## src/rtl/readout_pkg.sv

```systemverilog
// constants shared by the aggregator, the collector and their link
// Overview of operation
// RULE1: aggregator takes six concentrator input streams
// RULE2: aggregator tags each word with input link
// RULE3: concentrator input links run at 10 Mbit/s
// RULE4: aggregator output link runs at 100 Mbit/s
// RULE5: aggregator has six separate downstream control paths
// RULE6: decode destination field, route, then strip it
// RULE7: chip destination field forwarded unchanged
// RULE8: timing signals fanned out unprocessed
// RULE9: timing fan-out has fixed delay
// RULE10: data pushed unsolicited, collector never requests
// RULE11: collector deserializes bits into complete words
// RULE12: collector tags each word with link number
// RULE13: two buffers: write one, read other
// RULE14: buffers swap on each external timing tick
// RULE15: reader drains inactive buffer within period
// RULE16: collector link rate follows aggregator output
// RULE17: collector terminates twelve aggregator links
// RULE18: data links receive-only; control separate
// RULE19: forward system clock and counter reset
// RULE20: full buffer drops word, sets sticky overflow
// RULE21: buffer swap only between whole words
package readout_pkg;
  localparam int CLK_HZ = 50_000_000;
  localparam int IN_RATE_BPS = 10_000_000;
  localparam int LINK_RATE_BPS = 100_000_000;
  localparam int IN_BIT_CYCLES = CLK_HZ / IN_RATE_BPS;
  localparam int IN_MID_CYCLES = IN_BIT_CYCLES / 2;
  localparam int LANE_W = LINK_RATE_BPS / CLK_HZ;
  localparam int NUM_CONC = 6;
  localparam int SRC_W = 3;
  localparam int DATA_W = 16;
  localparam int IN_STOP_BIT = DATA_W + 1;
  localparam int LINK_W = 20;
  localparam int LINK_BEATS = LINK_W / LANE_W;
  localparam int NUM_LINKS = 12;
  localparam int LINK_ID_W = 4;
  localparam int REC_W = LINK_W + LINK_ID_W;
  localparam int FIFO_DEPTH = 8;
  localparam int CTRL_W = 24;
  localparam int CTRL_DEST_W = 3;
  localparam int CTRL_DEST_LSB = CTRL_W - CTRL_DEST_W;
  localparam int CTRL_CHIP_W = 4;
  localparam int CTRL_CHIP_LSB = CTRL_DEST_LSB - CTRL_CHIP_W;
  localparam int BUF_DEPTH = 256;
endpackage : readout_pkg

```

## src/rtl/readout_link_if.sv

```systemverilog
// link between one aggregator and one collector input
`timescale 1ns/10ps
`default_nettype none
interface readout_link_if;
  import readout_pkg::*;
  logic [LANE_W-1:0] lane;
  logic frame;
  logic ctrl_valid;
  logic [CTRL_W-1:0] ctrl_word;
  modport aggregator (output lane, output frame, input ctrl_valid, input ctrl_word);
  modport collector (input lane, input frame, output ctrl_valid, output ctrl_word);
endinterface : readout_link_if
`default_nettype wire

```

## src/rtl/aggregator.sv

```systemverilog
// aggregator end: six serial inputs merged onto one fast link
`timescale 1ns/10ps
`default_nettype none
module aggregator #(
  parameter int FIFO_WORDS = readout_pkg::FIFO_DEPTH
) (
  // clock and reset
  input wire logic clock,
  input wire logic rst_b,
  // serial inputs from the concentrators, idle high
  input wire logic [readout_pkg::NUM_CONC-1:0] conc_data,
  // timing inputs and their copies
  input wire logic system_timing_clock,
  input wire logic timestamp_counter_reset,
  output logic [readout_pkg::NUM_CONC-1:0] conc_timing_clock,
  output logic [readout_pkg::NUM_CONC-1:0] conc_counter_reset,
  // control paths toward the concentrators
  output logic [readout_pkg::NUM_CONC-1:0] ctrl_path_valid,
  output logic [readout_pkg::CTRL_DEST_LSB-1:0] ctrl_path_word,
  // link toward the collector
  readout_link_if.aggregator link
);
  import readout_pkg::*;

  typedef struct packed {
    logic [NUM_CONC-1:0] prev;
    logic [NUM_CONC-1:0] busy;
    logic [NUM_CONC-1:0][2:0] cnt;
    logic [NUM_CONC-1:0][4:0] bitn;
    logic [NUM_CONC-1:0][DATA_W-1:0] sh;
    logic [NUM_CONC-1:0] pend;
    logic [NUM_CONC-1:0][DATA_W-1:0] word;
    logic [SRC_W-1:0] rr;
    logic tx_busy;
    logic [3:0] beat;
    logic [LINK_W-1:0] tx_sh;
    logic [NUM_CONC-1:0] ctrl_valid;
    logic [CTRL_DEST_LSB-1:0] ctrl_word;
  } agg_state_t;
  agg_state_t s_reg, s_next;

  logic push_valid;
  logic push_ready;
  logic [LINK_W-1:0] push_data;
  logic pop_valid;
  logic pop_ready;
  logic [LINK_W-1:0] pop_data;

  // combinational copies: plain wires with no logic, same delay every time
  assign conc_timing_clock = {NUM_CONC{system_timing_clock}}; // RULE8 RULE9 RULE19
  assign conc_counter_reset = {NUM_CONC{timestamp_counter_reset}}; // RULE8 RULE9 RULE19
  assign ctrl_path_valid = s_reg.ctrl_valid;
  assign ctrl_path_word = s_reg.ctrl_word;
  assign link.lane = s_reg.tx_sh[LANE_W-1:0];
  assign link.frame = s_reg.tx_busy;
  assign pop_ready = !s_reg.tx_busy;

  stream_fifo #(.WIDTH(LINK_W), .DEPTH(FIFO_WORDS)) merge_fifo (
    .clock(clock),
    .rst_b(rst_b),
    .in_valid(push_valid),
    .in_ready(push_ready),
    .in_data(push_data),
    .out_valid(pop_valid),
    .out_ready(pop_ready),
    .out_data(pop_data)
  );

  always_comb begin
    int idx;
    logic found;
    idx = 0;
    found = 1'b0;
    s_next = s_reg;
    push_valid = 1'b0;
    push_data = '0;
    // round robin over held words; a full fifo stalls the pick
    for (int k = 0; k < NUM_CONC; k++) begin
      idx = int'(s_reg.rr) + k;
      if (idx >= NUM_CONC) begin
        idx = idx - NUM_CONC;
      end
      if (!found && s_reg.pend[idx]) begin
        found = 1'b1;
        push_valid = 1'b1;
        push_data = {1'b0, SRC_W'(idx), s_reg.word[idx]}; // RULE2
        if (push_ready) begin
          s_next.pend[idx] = 1'b0;
          s_next.rr = (idx == NUM_CONC - 1) ? '0 : SRC_W'(idx + 1);
        end
      end
    end
    // one 10 Mbit/s receiver per concentrator: start, data lsb first, stop
    s_next.prev = conc_data;
    for (int i = 0; i < NUM_CONC; i++) begin // RULE1
      if (!s_reg.busy[i]) begin
        if (s_reg.prev[i] && !conc_data[i]) begin
          s_next.busy[i] = 1'b1;
          s_next.cnt[i] = 3'(IN_MID_CYCLES);
          s_next.bitn[i] = '0;
        end
      end else if (s_reg.cnt[i] != '0) begin
        s_next.cnt[i] = s_reg.cnt[i] - 3'd1;
      end else begin
        s_next.cnt[i] = 3'(IN_BIT_CYCLES - 1); // RULE3
        s_next.bitn[i] = s_reg.bitn[i] + 5'd1;
        if (s_reg.bitn[i] == '0) begin
          // a glitch that is high at mid start bit is no frame
          s_next.busy[i] = !conc_data[i];
        end else if (s_reg.bitn[i] != 5'(IN_STOP_BIT)) begin
          s_next.sh[i] = {conc_data[i], s_reg.sh[i][DATA_W-1:1]};
        end else begin
          s_next.busy[i] = 1'b0;
          // a word still held is kept; the new one is lost on a bad stop or overrun
          if (conc_data[i] && !s_next.pend[i]) begin
            s_next.pend[i] = 1'b1;
            s_next.word[i] = s_reg.sh[i];
          end
        end
      end
    end
    // serializer: two bits per clock, one idle cycle between words
    if (s_reg.tx_busy) begin
      s_next.tx_sh = s_reg.tx_sh >> LANE_W; // RULE4
      s_next.beat = s_reg.beat + 4'd1;
      if (s_reg.beat == 4'(LINK_BEATS - 1)) begin
        s_next.tx_busy = 1'b0;
        s_next.tx_sh = '0;
      end
    end else if (pop_valid) begin
      s_next.tx_busy = 1'b1;
      s_next.tx_sh = pop_data;
      s_next.beat = '0;
    end
    // control word: route on the top field, drop it, keep the chip field
    s_next.ctrl_valid = '0;
    if (link.ctrl_valid) begin
      for (int p = 0; p < NUM_CONC; p++) begin
        if (link.ctrl_word[CTRL_W-1:CTRL_DEST_LSB] == CTRL_DEST_W'(p)) begin
          s_next.ctrl_valid[p] = 1'b1; // RULE5 RULE6
        end
      end
      s_next.ctrl_word = link.ctrl_word[CTRL_DEST_LSB-1:0]; // RULE6 RULE7
    end
    if (!rst_b) begin
      s_next = '0;
      s_next.prev = '1;
    end
  end

  always_ff @(posedge clock) begin
    s_reg <= s_next;
  end
endmodule : aggregator
`default_nettype wire

```

## src/rtl/stream_fifo.sv

```systemverilog
// small valid/ready FIFO
`timescale 1ns/10ps
`default_nettype none
module stream_fifo #(
  parameter int WIDTH = 20,
  parameter int DEPTH = 8
) (
  // clock and reset
  input wire logic clock,
  input wire logic rst_b,
  // fill side
  input wire logic in_valid,
  output logic in_ready,
  input wire logic [WIDTH-1:0] in_data,
  // drain side
  output logic out_valid,
  input wire logic out_ready,
  output logic [WIDTH-1:0] out_data
);
  localparam int AW = $clog2(DEPTH);
  typedef struct packed {
    logic [AW:0] wr_ptr;
    logic [AW:0] rd_ptr;
  } fifo_state_t;
  fifo_state_t s_reg, s_next;
  logic [WIDTH-1:0] mem [DEPTH];
  logic full;
  logic empty;

  // extra pointer bit tells full from empty
  assign empty = (s_reg.wr_ptr == s_reg.rd_ptr);
  assign full = (s_reg.wr_ptr[AW-1:0] == s_reg.rd_ptr[AW-1:0]) && !empty;
  assign in_ready = !full;
  assign out_valid = !empty;
  assign out_data = mem[s_reg.rd_ptr[AW-1:0]];

  always_comb begin
    s_next = s_reg;
    if (in_valid && !full) begin
      s_next.wr_ptr = s_reg.wr_ptr + 1'b1;
    end
    if (out_ready && !empty) begin
      s_next.rd_ptr = s_reg.rd_ptr + 1'b1;
    end
    if (!rst_b) begin
      s_next = '0;
    end
  end

  always_ff @(posedge clock) begin
    s_reg <= s_next;
    if (in_valid && !full) begin
      mem[s_reg.wr_ptr[AW-1:0]] <= in_data;
    end
  end
endmodule : stream_fifo
`default_nettype wire

```

## src/rtl/collector.sv

```systemverilog
// collector end: twelve receive links into ping-pong readout buffers
`timescale 1ns/10ps
`default_nettype none
module collector #(
  parameter int BUF_WORDS = readout_pkg::BUF_DEPTH
) (
  // clock and reset
  input wire logic clock,
  input wire logic rst_b,
  // buffer swap tick from the timing system
  input wire logic swap_tick,
  // readout of the inactive buffer
  input wire logic [$clog2(BUF_WORDS)-1:0] rd_addr,
  output logic [readout_pkg::REC_W-1:0] rd_data,
  output logic [$clog2(BUF_WORDS):0] rd_count,
  output logic active_buf,
  // overflow flag
  output logic overflow,
  input wire logic overflow_clear,
  // control words toward the aggregators
  input wire logic ctrl_wr,
  input wire logic [readout_pkg::LINK_ID_W-1:0] ctrl_link,
  input wire logic [readout_pkg::CTRL_W-1:0] ctrl_word,
  // aggregator links
  readout_link_if.collector links [readout_pkg::NUM_LINKS]
);
  import readout_pkg::*;

  localparam int AW = $clog2(BUF_WORDS);

  typedef struct packed {
    logic [NUM_LINKS-1:0][3:0] beats;
    logic [NUM_LINKS-1:0][LINK_W-1:0] sh;
    logic [NUM_LINKS-1:0] pend;
    logic [NUM_LINKS-1:0][LINK_W-1:0] word;
    logic [LINK_ID_W-1:0] rr;
    logic active;
    logic [AW:0] wr_cnt;
    logic [AW:0] done_cnt;
    logic ovf;
    logic [REC_W-1:0] rd_data;
    logic [NUM_LINKS-1:0] ctrl_valid;
    logic [CTRL_W-1:0] ctrl_word;
  } col_state_t;
  col_state_t s_reg, s_next;

  // both buffers in one array; the top address bit picks the buffer
  logic [REC_W-1:0] mem [2*BUF_WORDS];

  logic [NUM_LINKS-1:0][LANE_W-1:0] lane_in;
  logic [NUM_LINKS-1:0] frame_in;
  logic wr_en;
  logic [AW:0] wr_addr;
  logic [REC_W-1:0] wr_data;

  // links only carry data inward; control leaves on its own wires
  for (genvar g = 0; g < NUM_LINKS; g++) begin : g_link // RULE17
    assign lane_in[g] = links[g].lane; // RULE18
    assign frame_in[g] = links[g].frame;
    assign links[g].ctrl_valid = s_reg.ctrl_valid[g]; // RULE18
    assign links[g].ctrl_word = s_reg.ctrl_word;
  end

  assign rd_data = s_reg.rd_data;
  assign rd_count = s_reg.done_cnt;
  assign active_buf = s_reg.active;
  assign overflow = s_reg.ovf;

  always_comb begin
    int idx;
    logic found;
    logic ovf_set;
    logic [LINK_W-1:0] shifted;
    idx = 0;
    found = 1'b0;
    ovf_set = 1'b0;
    shifted = '0;
    s_next = s_reg;
    wr_en = 1'b0;
    wr_addr = '0;
    wr_data = '0;

    // one held word written per cycle, round robin over the links;
    // nothing is ever asked of the sender, words just arrive
    for (int k = 0; k < NUM_LINKS; k++) begin // RULE10
      idx = int'(s_reg.rr) + k;
      if (idx >= NUM_LINKS) begin
        idx = idx - NUM_LINKS;
      end
      if (!found && s_reg.pend[idx]) begin
        found = 1'b1;
        s_next.pend[idx] = 1'b0;
        s_next.rr = (idx == NUM_LINKS - 1) ? '0 : LINK_ID_W'(idx + 1);
        if (s_reg.wr_cnt == (AW + 1)'(BUF_WORDS)) begin
          ovf_set = 1'b1; // RULE20
        end else begin
          wr_en = 1'b1;
          wr_addr = {s_reg.active, s_reg.wr_cnt[AW-1:0]}; // RULE13
          wr_data = {LINK_ID_W'(idx), s_reg.word[idx]}; // RULE12
          s_next.wr_cnt = s_reg.wr_cnt + 1'b1;
        end
      end
    end

    // deserializer: two bits per beat, lsb first, a whole word per frame
    for (int i = 0; i < NUM_LINKS; i++) begin
      if (frame_in[i]) begin
        shifted = {lane_in[i], s_reg.sh[i][LINK_W-1:LANE_W]}; // RULE11 RULE16
        s_next.sh[i] = shifted;
        s_next.beats[i] = s_reg.beats[i] + 4'd1;
        if (s_reg.beats[i] == 4'(LINK_BEATS - 1)) begin
          s_next.beats[i] = '0;
          if (s_next.pend[i]) begin
            // previous word not yet stored: the new one is lost
            ovf_set = 1'b1; // RULE20
          end else begin
            s_next.pend[i] = 1'b1; // RULE11
            s_next.word[i] = shifted;
          end
        end
      end else begin
        // a frame cut short leaves no partial word behind
        s_next.beats[i] = '0;
      end
    end

    // swap at a clock edge: a word written in this cycle stays in
    // the old buffer and is counted there, so no word is split
    if (swap_tick) begin
      s_next.active = !s_reg.active; // RULE14
      s_next.done_cnt = s_next.wr_cnt; // RULE21
      s_next.wr_cnt = '0; // RULE21
    end

    // the reader gets no stall; it must finish before the next swap
    s_next.rd_data = mem[{!s_reg.active, rd_addr}]; // RULE13

    // a new overflow wins over a clear in the same cycle
    s_next.ovf = (s_reg.ovf && !overflow_clear) || ovf_set; // RULE20

    // control fan-out: one-cycle pulse on the selected aggregator
    s_next.ctrl_valid = '0;
    if (ctrl_wr) begin
      for (int c = 0; c < NUM_LINKS; c++) begin
        if (ctrl_link == LINK_ID_W'(c)) begin
          s_next.ctrl_valid[c] = 1'b1; // RULE18
        end
      end
      s_next.ctrl_word = ctrl_word;
    end

    if (!rst_b) begin
      s_next = '0;
    end
  end

  always_ff @(posedge clock) begin
    s_reg <= s_next;
  end

  always_ff @(posedge clock) begin
    if (wr_en) begin
      mem[wr_addr] <= wr_data;
    end
  end
endmodule : collector
`default_nettype wire

```

## src/flat_wrapper.sv

```systemverilog
// flat-port wrapper written by rule: the top's interface ports become plain ports
module aggregator_flat import readout_pkg::*;
#(
  parameter int FIFO_WORDS = readout_pkg::FIFO_DEPTH
)
  (clock, rst_b, conc_data, system_timing_clock, timestamp_counter_reset, conc_timing_clock, conc_counter_reset, ctrl_path_valid, ctrl_path_word, link_lane, link_frame, link_ctrl_valid, link_ctrl_word);
  readout_link_if link_i ();
  input wire logic clock;
  input wire logic rst_b;
  input wire logic [readout_pkg::NUM_CONC-1:0] conc_data;
  input wire logic system_timing_clock;
  input wire logic timestamp_counter_reset;
  output logic [readout_pkg::NUM_CONC-1:0] conc_timing_clock;
  output logic [readout_pkg::NUM_CONC-1:0] conc_counter_reset;
  output logic [readout_pkg::NUM_CONC-1:0] ctrl_path_valid;
  output logic [readout_pkg::CTRL_DEST_LSB-1:0] ctrl_path_word;
  output wire logic [$bits(link_i.lane)-1:0] link_lane;
  output wire logic [$bits(link_i.frame)-1:0] link_frame;
  input wire logic [$bits(link_i.ctrl_valid)-1:0] link_ctrl_valid;
  input wire logic [$bits(link_i.ctrl_word)-1:0] link_ctrl_word;
  assign link_lane = link_i.lane;
  assign link_frame = link_i.frame;
  assign link_i.ctrl_valid = link_ctrl_valid;
  assign link_i.ctrl_word = link_ctrl_word;
  aggregator #(.FIFO_WORDS(FIFO_WORDS)) u_core (.clock(clock), .rst_b(rst_b), .conc_data(conc_data), .system_timing_clock(system_timing_clock), .timestamp_counter_reset(timestamp_counter_reset), .conc_timing_clock(conc_timing_clock), .conc_counter_reset(conc_counter_reset), .ctrl_path_valid(ctrl_path_valid), .ctrl_path_word(ctrl_path_word), .link(link_i));
endmodule
```

## config.mk

```make
export PLATFORM = sky130hd
export DESIGN_NAME = aggregator_flat
export DESIGN_NICKNAME = d
export VERILOG_FILES = /design/src/rtl/readout_pkg.sv /design/src/rtl/readout_link_if.sv /design/src/rtl/aggregator.sv /design/src/rtl/stream_fifo.sv /design/src/rtl/collector.sv /design/src/flat_wrapper.sv
export SDC_FILE = /design/constraint.sdc
export NUM_CORES = 1
export LEC_CHECK = 0
export ABC_AREA = 1
export BUFFER_PORTS_ARGS = -buffer_cell sky130_fd_sc_hd__buf_2
export CAP_MARGIN = 0
export CORE_MARGIN = 10
export CORE_UTILIZATION = 40
export CTS_CLUSTER_DIAMETER = 80
export CTS_CLUSTER_SIZE = 10
export DETAILED_ROUTE_END_ITERATION = 10
export SLEW_MARGIN = 5
export SYNTH_ARGS = -nofsm -noshare
export SYNTH_HDL_FRONTEND = slang
export SYNTH_SLANG_ARGS = --single-unit
```

## constraint.sdc

```tcl
create_clock -name clock -period 5.1 [get_ports clock]
set_input_delay 0.255 -clock clock [delete_from_list [all_inputs] [get_ports clock]]
set_output_delay 0.255 -clock clock [all_outputs]
set_load 0.1 [all_outputs]
```

==> impl_metrics.py <==
metrics = {
    "yosys": {
        "syn_inst": 3229,
        "synthSimpleGateAreaFrac_pct": 22.0,
        "syn_nets": 3322,
        "synth_top_area_cell": "dfxtp_1",
        "ys_ff_latch": 475,
        "postSynth.asyncResetShare_pct": 0,
        "yosysWarnings": 0,
        "synthAdderAreaFrac_pct": 2.98,
        "synth_xor_xnor_area_share_pct": 0.745,
        "synth_most_common_cell": "nand2_1",
        "ys.flop_type": "dfxtp_1",
        "synth.area.top_cells": "dfxtp_1 27%, edfxtp_1 19%, nand2_1 9.1%",
        "muxShareOfSynthArea_pct": 0.411,
        "synth-seq-area-share_pct": 45.3,
        "synth_commonest_cells": "591 x nand2_1, 409 x o21ai_0, 345 x nor2_1",
        "synth.distinct_cells": 48,
        "synth_top_area_share_pct": 26.6,
        "synth_compound_area_share_pct": 19.0,
        "netlist_area_um2": 24300,
        "postSynthAreaPerCell_um2": 7.54,
        "synth_top_family_by_area": "simple AND/OR/NAND/NOR gates",
        "synth_edf_count": 152,
    },
    "final_layout": {
        "diodes": 0,
        "largest_register_ffs": 282,
        "fin_util_pct": 44.9,
        "fin_nets": 3314,
        "nFillCells": 6096,
        "fin_cells": 4027,
        "syn_to_final_growth_pct": 11.0,
        "drive_gt1_share_pct": 7.86,
    },
    "detailed_routing": {
        "wirelength_mm": 69.7,
        "avgViaCountPerCell": 5.37,
        "first_pass_iters": 8,
        "drc": 0,
        "via_count": 21600,
        "drtAntennaViolNets": 0,
        "drtIter0Drc": 1962,
        "wl_per_cell_um": 17.3,
    },
    "min_path": {
        "holdCritPathClass": "in -> reg",
    },
    "timing": {
        "hold_ws_ns": 0.164,
        "finalSetupViolCount": 0,
        "worst_clock_skew_ns": 0.0195,
        "rsz0062_at_grt": "false",
        "period_share_pct": 91.1,
        "period_minus_slack_ns": 4.64,
        "tightest_slew_ns": 1.23,
        "relSlewSlack_pct": 18.2,
        "finalSetupTns_ns": 0,
        "timing.fmax_mhz": 215,
        "final_hold_viol_count": 0,
        "drv_slew": 0,
    },
    "die": {
        "die_area_um2": 71100,
        "pin_count": 77,
        "die_h_um": 267,
        "rows": 90,
        "start_util_pct": 40.4,
        "core_area_um2": 60200,
        "die_width_um": 267,
    },
    "clock_network": {
        "cts_resized": 0,
        "post_cts_buffers": 0,
        "holdBufCountCts": 32,
        "cts_tree": "built",
        "clock_latency_ns": 0.62,
        "cts_buffer_depth": 3,
        "root_buffer": "clkbuf_16",
        "path_clk_slew_ns": 0.05,
        "clock_sinks": 475,
        "cts_max_level": 2,
        "numCtsBuffers": 54,
    },
    "critical_path": {
        "crit_path_frequent_cell": "nand2_1",
        "cp_max_fo": 33,
        "cp-start-kind": "flop",
        "critPathTopFamily": "simple AND/OR/NAND/NOR gates",
        "worst_path_max_delay_cell": "nor2_1",
        "crit_chain": "inv_1, ha_1, inv_1, nand2_1, nand2_1, inv_1, ha_1, inv_1, nand2_1, nand2_1, inv_2, nor2_1, inv_1, nor2_1, nand3_1, nand2_1, nand2_1, nand3_2, nand3_1, nand2_1, nor2_1",
        "critPathKind": "reg -> reg",
        "path_buf_inv": 6,
        "required_ns": 5.60,
        "arrival_ns": 5.14,
        "endpoint_kind": "flop",
        "critical_path.max_stage_delay_ns": 0.93,
    },
    "job": {
        "drv_cap": 0,
    },
    "grt": {
        "grt_max_degree": 163,
        "first_global_vias": 19900,
        "grt_overflow": 0,
        "antenna_found_initial": 2,
        "grt_pass1_wl_mm": 110,
        "grt_usage_pct": 19.1,
    },
    "pwr": {
        "leakagePower_nw": 10.2,
        "seq_power_share_pct": 33.3,
        "switchingPower_w": 0.00647,
        "irDropWorstVdd_uv": 327,
        "powerDensity_nw_per_um2": 552,
        "power_w": 0.0149,
        "clockPowerShare_pct": 23.4,
        "switching_share_pct": 43.4,
        "combPwrFrac_pct": 43.3,
        "p_int_w": 0.00844,
    },
    "placement": {
        "gp_congestion": 1.02,
        "place_inst": 3915,
        "dp_hpwl_mm": 47.0,
        "io_buffers": 62,
    },
    "run_status": {
        "status": "completed",
    },
}
metal layers:
layer	global-route usage (%)	routed length, um	up-vias
met5	0	0	-
met4	7.74	2670	0
met3	3.42	4950	186
met2	31.1	31800	723
met1	24.7	30200	9928
li1	-	-	10800
per-stage QoR:
stage	area (um2)	worst slack, ns
after detailed placement	25200	0.695
after global placement	25200	0.797
after floorplan	24300	0.484
after CTS	27000	0.666
final	27000	0.456
after global routing	27000	0.186
kinds of logic (layout without fill, tap and decap cells):
logic type | Yosys count | after routing
AOI/OAI and AO/OA | 838 | 838
xor gates and xnor gates | 19 | 19
adders and majority gates | 58 | 58
buffers and inverters | 562 | 578
DFF | 475 | 475
muxes | 10 | 10
and+or+nand+nor | 1267 | 1267
power by group through the flow:
stage | combinational (W) | clock, W | sequential (W)
after floorplan | 0.00406 | 0 | 0.00501
after global placement | 0.00626 | 0 | 0.00503
after detailed placement | 0.00626 | 0 | 0.00504
after CTS | 0.00630 | 0.00359 | 0.00496
after global routing | 0.00698 | 0.00372 | 0.00501
final | 0.00645 | 0.00349 | 0.00497
tightest hold or removal path, stage by stage:
cell and delay [ns]:
buf_2 0.22, o21ai_0 0.19, nor2_1 0.05
final timing paths:
| path | depth (start not counted) | from | slack [ns] | end |
|---|---|---|---|---|
| worst max-delay path | 21 | u_core.s_reg[53] | 0.46 | u_core.s_reg[112] |
| worst max register to register | 21 | u_core.s_reg[53] | 0.46 | u_core.s_reg[112] |
| worst min register to register | 2 | u_core.s_reg[157] | 0.46 | u_core.s_reg[157] |
| worst min-delay path | 3 | link_ctrl_valid | 0.16 | u_core.ctrl_path_word[1] |
cell type report:
class / count / area [um2] / area share (%)
sequential: 475 / 11000 / 40.8
multi-input combinational: 2192 / 11000 / 40.8
clock buffer: 75 / 1440 / 5.33
inverter: 334 / 1250 / 4.64
timing repair buffer: 164 / 1190 / 4.40
tap: 782 / 978 / 3.62
clock inverter: 5 / 95.1 / 0.352
cell usage in the layout, fill, tap and decap left out, types with 42 or more instances in the layout:
master and n:
buf_2 61, clkbuf_16 54, nor3_1 42, nor2_1 338, dfxtp_1 321, nand3_1 211, ha_1 58, nand2_1 591
edfxtp_1 152, a21oi_1 278, buf_4 68, inv_1 316, o21ai_0 409
(Power assumes the default switching activity.)
